===== src/logic/lcd_pkg.sv =====
// Operation
// RULE1: Display memory words 0x00..0x17 or 0x1F act on display data.
// RULE2: Software loads pointer high byte 04H before indirect display access.
// RULE3: Driver reads display memory continuously; writes show without further action.
// RULE4: Memory bit one drives pixel on, zero drives it off.
// RULE5: Bits 4 to 7 of each display byte read zero, store nothing.
// RULE6: Fixed one quarter duty, four commons per frame.
// RULE7: One third bias with four levels: ground, top, two thirds, third.
// RULE8: Scan clock is display source clock divided by eight.
// RULE9: Source clock from slow internal RC or slow crystal, by select bit.
// RULE10: Pump base divides slow clock by 8,4,2,1 per divider code.
// RULE11: Pump output clock is base halved per code, 250Hz up to 16kHz.
// RULE12: Main control bit 7 selects waveform type A or B.
// RULE13: Bit 6 selects ladder or pump bias; pump bias enables pump.
// RULE14: With ladder bias software keeps pump power source at 00.
// RULE15: Bits 5..4 select pump supply: pin, reference, core mid, core top.
// RULE16: Bits 3..1 select high, medium, low resistance or quick charge.
// RULE17: Quick charge uses low resistance at phase start, then higher one.
// RULE18: Quick-charge interval is code plus one source clock periods.
// RULE19: Ladder top level is (8+code)/16 of supply, full for 1xxx.
// RULE20: Display enable bit 0 switches driver off or on in all modes.
// RULE21: Unimplemented control bits read zero.
// RULE22: Clearing enable resets the function and drives outputs low.
// RULE23: During device reset outputs float regardless of enable.
// RULE24: Commons scanned in turn, segments driven from that common's bits.
package lcd_pkg;

    localparam int          DATA_W           = 32;
    localparam int          ADDR_W           = 12;
    // ****************************************
    // Register map
    // ****************************************
    localparam logic [11:0] MEM_BASE         = 12'h000;
    localparam logic [11:0] MAIN_CTRL_ADDR   = 12'h100;
    localparam logic [11:0] LADDER_CTRL_ADDR = 12'h104;
    localparam logic [11:0] PUMP_CTRL_ADDR   = 12'h108;
    localparam logic [11:0] STATUS_ADDR      = 12'h10C;
    localparam logic [7:0]  MAIN_CTRL_RST    = 8'h00;
    localparam logic [7:0]  LADDER_CTRL_RST  = 8'h00;
    localparam logic [7:0]  PUMP_CTRL_RST    = 8'h00;
    localparam logic [7:0]  LADDER_CTRL_MASK = 8'hEF;
    localparam logic [7:0]  PUMP_CTRL_MASK   = 8'h07;
    localparam logic [7:0]  MEM_MASK         = 8'h0F;
    localparam int          NUM_COMMONS      = 4;
    // Source clock ticks per common phase (one scan tick)
    localparam int          SCAN_DIV         = 8;
    localparam int          BIAS_TOP_CODE    = 8;
    localparam int          LADDER_DENOM     = 16;

    // ****************************************
    // Field carriers
    // ****************************************
    typedef struct packed {
        logic       wave_type_b;
        logic       bias_kind_select;
        logic [1:0] pump_power_source;
        logic [2:0] bias_resistor_select;
        logic       display_enable;
    } main_ctrl_t;

    typedef struct packed {
        logic [2:0] quick_charge_duration;
        logic       unused;
        logic [3:0] ladder_top_level_select;
    } ladder_ctrl_t;

    typedef enum logic [1:0] {
        RES_HIGH,
        RES_MEDIUM,
        RES_LOW
    } bias_res_t;

    typedef enum logic [1:0] {
        LEVEL_GROUND,
        LEVEL_THIRD,
        LEVEL_TWO_THIRDS,
        LEVEL_TOP
    } drive_level_t;

    typedef struct packed {
        logic         drive_on;
        logic         outputs_float;
        logic         pump_enable;
        logic [1:0]   pump_power_source;
        logic [4:0]   ladder_numerator;
        bias_res_t    resistor;
        logic         wave_type_b;
    } analog_ctrl_t;

endpackage


===== src/logic/lcd_driver.sv =====
// The implementer's own choices: the APB interface to the registers and the register addresses.
`timescale 1ns/100ps
// ****************************************
// Segment display driver control with APB registers
// ****************************************
module lcd_driver
    import lcd_pkg::*;
#(
    parameter int SEGMENTS = 32
) (
    input  wire logic                pclk,
    input  wire logic                presetn,
    input  wire logic                psel,
    input  wire logic                penable,
    input  wire logic                pwrite,
    input  wire logic [ADDR_W-1:0]   paddr,
    input  wire logic [DATA_W-1:0]   pwdata,
    input  wire logic [3:0]          pstrb,
    output logic [DATA_W-1:0]        prdata,
    output logic                     pready,
    output logic                     pslverr,
    input  wire logic                slow_rc_clk,
    input  wire logic                slow_xtal_clk,
    input  wire logic                low_speed_source_select,
    output logic [NUM_COMMONS-1:0]   com_level_hi,
    output logic [NUM_COMMONS-1:0]   com_level_lo,
    output logic [NUM_COMMONS-1:0]   com_oe,
    output logic [SEGMENTS-1:0]      seg_level_hi,
    output logic [SEGMENTS-1:0]      seg_level_lo,
    output logic [SEGMENTS-1:0]      seg_oe,
    output logic                     pump_clk_out,
    output analog_ctrl_t             analog_ctrl
);

    if (SEGMENTS != 24 && SEGMENTS != 32) begin : g_bad_segments
        $error("SEGMENTS must be 24 or 32");
    end

    localparam logic [11:0] MEM_LAST = 12'((SEGMENTS - 1) * 4);

    logic [3:0]              mem_reg [SEGMENTS];
    main_ctrl_t              main_reg;
    ladder_ctrl_t            ladder_reg;
    logic [2:0]              pump_div_reg;
    logic [1:0]              com_idx_reg;
    logic                    frame_phase_reg;
    logic [3:0]              qc_cnt_reg;
    logic                    src_tick;
    logic                    scan_tick;
    logic                    pump_tick;
    logic                    wr_en;
    logic                    rd_en;
    logic                    mem_hit;
    logic [DATA_W-1:0]       rd_next;
    logic                    err_next;
    logic [SEGMENTS-1:0]     seg_on;
    logic                    seg_idx_ok;

    lcd_clock_gen u_clk (
        .pclk                    (pclk),
        .presetn                 (presetn),
        .slow_rc_clk             (slow_rc_clk),
        .slow_xtal_clk           (slow_xtal_clk),
        .low_speed_source_select (low_speed_source_select),
        .pump_clock_divider      (pump_div_reg),
        .src_tick                (src_tick),
        .scan_tick               (scan_tick),
        .pump_tick               (pump_tick)
    );

    // ****************************************
    // APB slave
    // ****************************************
    function automatic logic is_mem(input logic [11:0] a);
        return (a[1:0] == 2'h0) && (a <= MEM_LAST);
    endfunction

    assign wr_en   = psel & penable & pwrite;
    assign rd_en   = psel & penable & ~pwrite;
    // RULE1: display memory window
    assign mem_hit = is_mem(paddr);

    // RULE5: upper nibble never stored
    always_ff @(posedge pclk) begin
        if (wr_en && mem_hit && pstrb[0]) begin
            mem_reg[paddr[6:2]] <= pwdata[3:0] & MEM_MASK[3:0];
        end
    end

    // RULE12: waveform bit, RULE13 bias kind, RULE20 enable
    always_ff @(posedge pclk or negedge presetn) begin
        if (!presetn) begin
            main_reg     <= main_ctrl_t'(MAIN_CTRL_RST);
            ladder_reg   <= ladder_ctrl_t'(LADDER_CTRL_RST);
            pump_div_reg <= PUMP_CTRL_RST[2:0];
        end else if (wr_en && pstrb[0]) begin
            case (paddr)
                MAIN_CTRL_ADDR:   main_reg   <= main_ctrl_t'(pwdata[7:0]);
                // RULE21: bit 4 not stored
                LADDER_CTRL_ADDR: ladder_reg <= ladder_ctrl_t'(pwdata[7:0] & LADDER_CTRL_MASK);
                PUMP_CTRL_ADDR:   pump_div_reg <= pwdata[2:0] & PUMP_CTRL_MASK[2:0];
                default: ;
            endcase
        end
    end

    always_comb begin
        rd_next  = '0;
        err_next = 1'b0;
        if (mem_hit) begin
            // RULE5: reads zero above nibble
            rd_next[3:0] = mem_reg[paddr[6:2]];
        end else begin
            case (paddr)
                MAIN_CTRL_ADDR:   rd_next[7:0] = main_reg;
                LADDER_CTRL_ADDR: rd_next[7:0] = ladder_reg;
                PUMP_CTRL_ADDR:   rd_next[2:0] = pump_div_reg;
                STATUS_ADDR:      rd_next[2:0] = {frame_phase_reg, com_idx_reg};
                default:          err_next = 1'b1;
            endcase
        end
    end

    always_ff @(posedge pclk or negedge presetn) begin
        if (!presetn) begin
            prdata  <= '0;
            pready  <= 1'b0;
            pslverr <= 1'b0;
        end else begin
            pready  <= psel & ~penable;
            pslverr <= psel & ~penable & err_next;
            if (psel && !penable && !pwrite) begin
                prdata <= rd_next;
            end
        end
    end

    // ****************************************
    // Scan sequencer
    // ****************************************
    // RULE6: quarter duty, RULE22 disable resets scan
    always_ff @(posedge pclk or negedge presetn) begin
        if (!presetn) begin
            com_idx_reg     <= 2'h0;
            frame_phase_reg <= 1'b0;
        end else if (!main_reg.display_enable) begin
            com_idx_reg     <= 2'h0;
            frame_phase_reg <= 1'b0;
        end else if (scan_tick) begin
            // RULE24: commons in turn
            com_idx_reg <= com_idx_reg + 2'h1;
            if (com_idx_reg == 2'(NUM_COMMONS - 1)) begin
                frame_phase_reg <= ~frame_phase_reg;
            end
        end
    end

    // RULE18: low-resistance interval counter, RULE17 restarts each phase
    always_ff @(posedge pclk or negedge presetn) begin
        if (!presetn) begin
            qc_cnt_reg <= 4'h0;
        end else if (scan_tick || !main_reg.display_enable) begin
            qc_cnt_reg <= {1'b0, ladder_reg.quick_charge_duration} + 4'h1;
        end else if (src_tick && qc_cnt_reg != 4'h0) begin
            qc_cnt_reg <= qc_cnt_reg - 4'h1;
        end
    end

    // RULE3 RULE4: segment data from live memory
    generate
        for (genvar s = 0; s < SEGMENTS; s++) begin : g_seg
            assign seg_on[s] = mem_reg[s][com_idx_reg];
        end
    endgenerate

    // ****************************************
    // Output drive
    // ****************************************
    // RULE7: levels on 2-bit code {hi,lo}: top=11, 2/3=10, 1/3=01, gnd=00
    always_ff @(posedge pclk or negedge presetn) begin
        if (!presetn) begin
            // RULE23: float in reset
            com_oe       <= '0;
            seg_oe       <= '0;
            com_level_hi <= '0;
            com_level_lo <= '0;
            seg_level_hi <= '0;
            seg_level_lo <= '0;
        end else if (!main_reg.display_enable) begin
            // RULE22: driven low when off
            com_oe       <= '1;
            seg_oe       <= '1;
            com_level_hi <= '0;
            com_level_lo <= '0;
            seg_level_hi <= '0;
            seg_level_lo <= '0;
        end else begin
            com_oe <= '1;
            seg_oe <= '1;
            for (int c = 0; c < NUM_COMMONS; c++) begin
                // Selected common at top or ground, others at 1/3 or 2/3
                com_level_hi[c] <= (c == int'(com_idx_reg)) ? ~frame_phase_reg
                                                            : frame_phase_reg;
                com_level_lo[c] <= (c == int'(com_idx_reg)) ? ~frame_phase_reg
                                                            : ~frame_phase_reg;
            end
            for (int s = 0; s < SEGMENTS; s++) begin
                // On pixel: opposite extreme; off pixel: intermediate level
                seg_level_hi[s] <= seg_on[s] ? frame_phase_reg : ~frame_phase_reg;
                seg_level_lo[s] <= seg_on[s] ? frame_phase_reg : frame_phase_reg;
            end
        end
    end

    // ****************************************
    // Analog controls
    // ****************************************
    always_ff @(posedge pclk or negedge presetn) begin
        if (!presetn) begin
            analog_ctrl  <= '0;
            analog_ctrl.outputs_float <= 1'b1;
            pump_clk_out <= 1'b0;
        end else begin
            analog_ctrl.drive_on      <= main_reg.display_enable;
            analog_ctrl.outputs_float <= 1'b0;
            // RULE13: pump on with pump bias
            analog_ctrl.pump_enable   <= main_reg.display_enable & main_reg.bias_kind_select;
            // RULE15: pump supply source
            analog_ctrl.pump_power_source <= main_reg.pump_power_source;
            // RULE19: ladder top numerator over 16
            analog_ctrl.ladder_numerator <= ladder_reg.ladder_top_level_select[3]
                ? 5'(LADDER_DENOM)
                : 5'(BIAS_TOP_CODE) + {2'b0, ladder_reg.ladder_top_level_select[2:0]};
            analog_ctrl.wave_type_b <= main_reg.wave_type_b;
            // RULE16 RULE17: fixed or quick-charge resistor choice
            case (main_reg.bias_resistor_select)
                3'h0:    analog_ctrl.resistor <= RES_HIGH;
                3'h1:    analog_ctrl.resistor <= RES_MEDIUM;
                3'h2:    analog_ctrl.resistor <= RES_LOW;
                3'h3:    analog_ctrl.resistor <= (qc_cnt_reg != 4'h0) ? RES_LOW : RES_HIGH;
                default: analog_ctrl.resistor <= (qc_cnt_reg != 4'h0) ? RES_LOW : RES_MEDIUM;
            endcase
            // RULE11: pump clock out when pump runs
            pump_clk_out <= pump_tick & main_reg.bias_kind_select & main_reg.display_enable;
        end
    end

endmodule // lcd_driver


===== src/logic/lcd_clock_gen.sv =====
`timescale 1ns/100ps
// Derives source and scan clock enables and the toggling pump clock level from a slow oscillator pin
module lcd_clock_gen
    import lcd_pkg::*;
(
    input  wire logic       pclk,
    input  wire logic       presetn,
    input  wire logic       slow_rc_clk,
    input  wire logic       slow_xtal_clk,
    input  wire logic       low_speed_source_select,
    input  wire logic [2:0] pump_clock_divider,
    output logic            src_tick,
    output logic            scan_tick,
    output logic            pump_tick
);

    logic [2:0] sync_reg;
    logic [2:0] scan_cnt_reg;
    logic [3:0] pump_cnt_reg;
    logic [3:0] pump_cnt_next;
    logic       pump_out_reg;
    logic       pump_base;
    logic       src_pin;
    logic [3:0] pump_half;

    // ****************************************
    // Source select and synchroniser
    // ****************************************
    // RULE9: slow source select
    assign src_pin = low_speed_source_select ? slow_xtal_clk : slow_rc_clk;

    always_ff @(posedge pclk or negedge presetn) begin
        if (!presetn) begin
            sync_reg <= 3'h0;
        end else begin
            sync_reg <= {sync_reg[1:0], src_pin};
        end
    end

    // Rising edge counts once stages two and three agree
    logic src_prev_reg;
    logic src_edge;
    always_ff @(posedge pclk or negedge presetn) begin
        if (!presetn) begin
            src_prev_reg <= 1'b0;
        end else if (sync_reg[1] == sync_reg[2]) begin
            src_prev_reg <= sync_reg[2];
        end
    end
    assign src_edge = (sync_reg[1] == sync_reg[2]) & sync_reg[2] & ~src_prev_reg;
    assign src_tick = src_edge;

    // ****************************************
    // Dividers
    // ****************************************
    // RULE8: scan is source / 8
    always_ff @(posedge pclk or negedge presetn) begin
        if (!presetn) begin
            scan_cnt_reg <= 3'h0;
        end else if (src_edge) begin
            scan_cnt_reg <= scan_cnt_reg + 3'h1;
        end
    end
    assign scan_tick = src_edge & (scan_cnt_reg == 3'(SCAN_DIV - 1));

    // RULE10: pump base divide by 8,4,2,1
    always_comb begin
        case (pump_clock_divider)
            3'h4:    pump_base = src_edge & (scan_cnt_reg[1:0] == 2'h3);
            3'h5:    pump_base = src_edge & scan_cnt_reg[0];
            3'h6,
            3'h7:    pump_base = src_edge;
            default: pump_base = scan_tick;
        endcase
    end

    // RULE11: base halved, or /16 ../4 at lowest codes
    always_comb begin
        case (pump_clock_divider)
            3'h0:    pump_half = 4'h7;
            3'h1:    pump_half = 4'h3;
            3'h2:    pump_half = 4'h1;
            default: pump_half = 4'h0;
        endcase
    end

    always_comb begin
        pump_cnt_next = pump_cnt_reg + 4'h1;
        if (pump_cnt_reg >= pump_half) begin
            pump_cnt_next = 4'h0;
        end
    end

    always_ff @(posedge pclk or negedge presetn) begin
        if (!presetn) begin
            pump_cnt_reg <= 4'h0;
            pump_out_reg <= 1'b0;
        end else if (pump_base) begin
            pump_cnt_reg <= pump_cnt_next;
            if (pump_cnt_reg >= pump_half) begin
                pump_out_reg <= ~pump_out_reg;
            end
        end
    end
    assign pump_tick = pump_out_reg;

endmodule // lcd_clock_gen


===== config.mk =====
export PLATFORM = sky130hd
export DESIGN_NAME = lcd_driver
export DESIGN_NICKNAME = d
export VERILOG_FILES = /design/src/logic/lcd_pkg.sv /design/src/logic/lcd_driver.sv /design/src/logic/lcd_clock_gen.sv
export SDC_FILE = /design/constraint.sdc
export NUM_CORES = 1
export LEC_CHECK = 0
export ABC_CLOCK_PERIOD_IN_PS = 5600
export BUFFER_PORTS_ARGS = -buffer_cell sky130_fd_sc_hd__buf_2
export CAP_MARGIN = 20
export CORE_AREA = 2 2 139 141
export DETAILED_ROUTE_END_ITERATION = 7
export DIE_AREA = 0 0 141 143
export PLACE_DENSITY_LB_ADDON = 0.2
export SYNTH_ARGS = -nofsm -noshare
export SYNTH_HDL_FRONTEND = slang
export SYNTH_SLANG_ARGS = --single-unit

===== constraint.sdc =====
create_clock -name pclk -period 5.6 [get_ports pclk]
set_input_delay 1.12 -clock pclk [delete_from_list [all_inputs] [get_ports pclk]]
set_output_delay 1.12 -clock pclk [all_outputs]
set_load 0.1 [all_outputs]

==> impl_metrics.tcl <==
set metrics [dict create \
    placeableCoreArea_sq_um 18600 \
    hold-path-cell-count 0 \
    tightest_slew_ps 999 \
    port_buffers 160 \
    ctsHoldBuffers 0 \
    post-place-ws_ps 2000 \
    power.density_nw_per_um2 314 \
    period_needed_ps 3110 \
    hold_violations 0 \
    r2r_cells 4 \
    chipHeight_um 143 \
    cts.sinks 228 \
    end_kind "register" \
    first_iter_violations 539 \
    switching_share 0.251 \
    grt_pass1_wl_um 38300 \
    synthCells 784 \
    hold_path.class "reg -> reg" \
    ys.flop_type "edfxtp_1" \
    r2r_start "com_idx_reg[0]" \
    max_slew_margin 0.334 \
    routed_wl_um 24700 \
    h-tree-depth 1 \
    start_util 0.593 \
    syn_area_sq_um 11000 \
    rows 50 \
    clk_latency_ps 520 \
    peakVddDrop_uv 219 \
    worst_setup_path_start_kind "primary input" \
    gp_congestion 0.852 \
    leakage_nw 5.14 \
    crit_fanout 8 \
    cap_viol_max_count 0 \
    drc_errors 0 \
    clkTransAtPathRegs_ps 60 \
    yosysTopAreaCellShare 0.349 \
    grt_pass1_vias 6752 \
    clkPwrFrac 0.421 \
    status "finished clean" \
    p_switching_uw 955 \
    antenna_found_initial 0 \
    cts.repair.resized 0 \
    crit_type "in -> reg" \
    clock_skew_ps 9.23 \
    die_x_um 141 \
    crit_chain "buf_2, nor4_2, and3b_1, nand4_1, nor2_1" \
    wire_per_inst_um 22.0 \
    cts_tree "yes" \
    largest_reg_flops 128 \
    track_usage 0.250 \
    ys_ff_latch 228 \
    rsz0062_at_grt "no" \
    dieArea_sq_um 20200 \
    synth_edf_count 128 \
    ios 212 \
    power_mw 3.81 \
    crit_buf_inv 1 \
    syn_to_final_growth_pct 10.2 \
    cts_setup_buffers 0 \
    viasPerCell 5.95 \
    slowest_delay_ps 700 \
    worstPathArrival_ps 3280 \
    timing.final.ws_setup_ps 2490 \
    yosysUniqueCellTypes 59 \
    crit_family "simple AND/OR/NAND/NOR gates" \
    synth_commonest_cells "edfxtp_1, dfrtp_1, buf_4, mux2i_1, nor2_1" \
    clockRootBuffer "clkbuf_16" \
    period_share 0.556 \
    slew_viol_final 0 \
    synth_async_sr_flop_share 0.439 \
    gr-total-overflow 0 \
    yosysSeqAreaShare 0.576 \
    fin_tns_setup_ps 0 \
    n_antenna_cell 0 \
    fmax_mhz 321 \
    setup_viol 0 \
    syn_area_per_cell_sq_um 14.1 \
    cts.path.max_buffers 3 \
    p_int_mw 2.86 \
    pwr-share-comb 0.102 \
    vias 6661 \
    worst_path_max_delay_cell "nand4_1" \
    drtPass1Iterations 6 \
    cts_made_buffers 24 \
    sequentialPowerShare 0.477 \
    grt_max_degree 67 \
    holdPathEnd "u_clk.sync_reg[1]" \
    holdCritStartpoint "u_clk.sync_reg[0]" \
    critPathRequiredTime_ps 5760 \
    ys_top_cells_by_area "edfxtp_1, dfrtp_1, mux4_2" \
    synth_top_cell_by_area "edfxtp_1" \
    timing.reg2reg.setup_slack_ps 3280 \
    reg2reg_to "seg_level_hi[2]" \
    ys.warnings.count 0 \
    antenna_left 0 \
    yosysMostFrequentCell "edfxtp_1" \
    fin_nets 936 \
    dp_hpwl_um 16300 \
    drive_above_1_share 0.322 \
]
[worst reg2reg max path, cell delays in order (launching register included)]
cell and delay [ps]:
dfrtp_2 790, buf_4 490, mux4_2 620, xnor2_1 140
and2_1 170
[final cells by class]
cell class / count / area [sq um]
clock buffers: 41 / 776
flip-flops and latches: 228 / 6350
well taps: 234 / 293
multi-input cells: 437 / 3790
inverters: 10 / 37.5
clock inverters: 3 / 40.0
fillers: 1305 / 6440
repair buffers: 166 / 851
[routing by layer]
metal | track usage | wire (um) | vias up
met4 | 0.0684 | 539 | 0
met5 | 0 | 0 | -
met1 | 0.327 | 9480 | 3345
li1 | - | - | 2909
met2 | 0.431 | 12400 | 357
met3 | 0.0510 | 2240 | 50
[cell families after synthesis]
family,after synthesis,share of synthesized area
other,2,0.000682
flip-flops,228,0.576
AO/OA/AOI/OAI,56,0.0324
multiplexers,118,0.160
buffers and inverters,143,0.0877
XOR/XNOR,43,0.0342
AND/OR/NAND/NOR,181,0.0944
adder cells (fa/ha/maj),13,0.0148
[worst max-delay path by stage]
stage / depth (start not counted) / to / slack, ps / startpoint
finish: 5 / mem_reg[19][3] / 2490 / paddr[1]
global route: 5 / mem_reg[7][2] / 2400 / paddr[1]
CTS: 5 / mem_reg[19][0] / 2550 / paddr[1]
detailed placement: 7 / prdata[3] / 2000 / paddr[2]
global placement: 7 / prdata[3] / 2060 / paddr[2]
floorplan: 1 / com_oe[1] / 2590 / seg_oe[0]
[power by group through the flow]
stage,registers [mW],logic [mW],clock network (mW)
floorplan,1.87,0.312,0
global placement,1.85,0.379,0
detailed placement,1.85,0.389,0
CTS,1.82,0.390,1.63
global route,1.82,0.409,1.70
finish,1.82,0.389,1.60
[cell usage in the layout (no fill, tap or decap), drive strengths merged, types with 4 or more instances in the layout]
| master | count |
|---|---|
| inv | 10 |
| or4bb | 4 |
| ha | 13 |
| conb | 26 |
| buf | 166 |
| o22ai | 22 |
| or4b | 4 |
| mux2i | 50 |
| nor2 | 46 |
| nand2b | 9 |
| nand4 | 6 |
| clkbuf | 41 |
| nand2 | 24 |
| nor2b | 10 |
| edfxtp | 128 |
| nand3 | 7 |
| o21ai | 13 |
| nor3 | 4 |
| nand3b | 4 |
| and2 | 40 |
| xor2 | 6 |
| xnor2 | 37 |
| mux4 | 44 |
| a21oi | 5 |
| dfrtp | 99 |
| mux2 | 24 |
| nor4 | 5 |
[through the flow]
step	utilization	cells	hold slack [ps]	cell area (sq um)
2_1_floorplan	-	808	331	11100
3_3_place_gp	0.610	1075	337	11300
3_5_place_dp	0.610	1075	339	11300
4_1_cts	0.654	1119	355	12100
5_1_grt	0.654	1119	357	12100
6_report	0.654	1119	351	12100
Power figures use the tool's default switching activity.
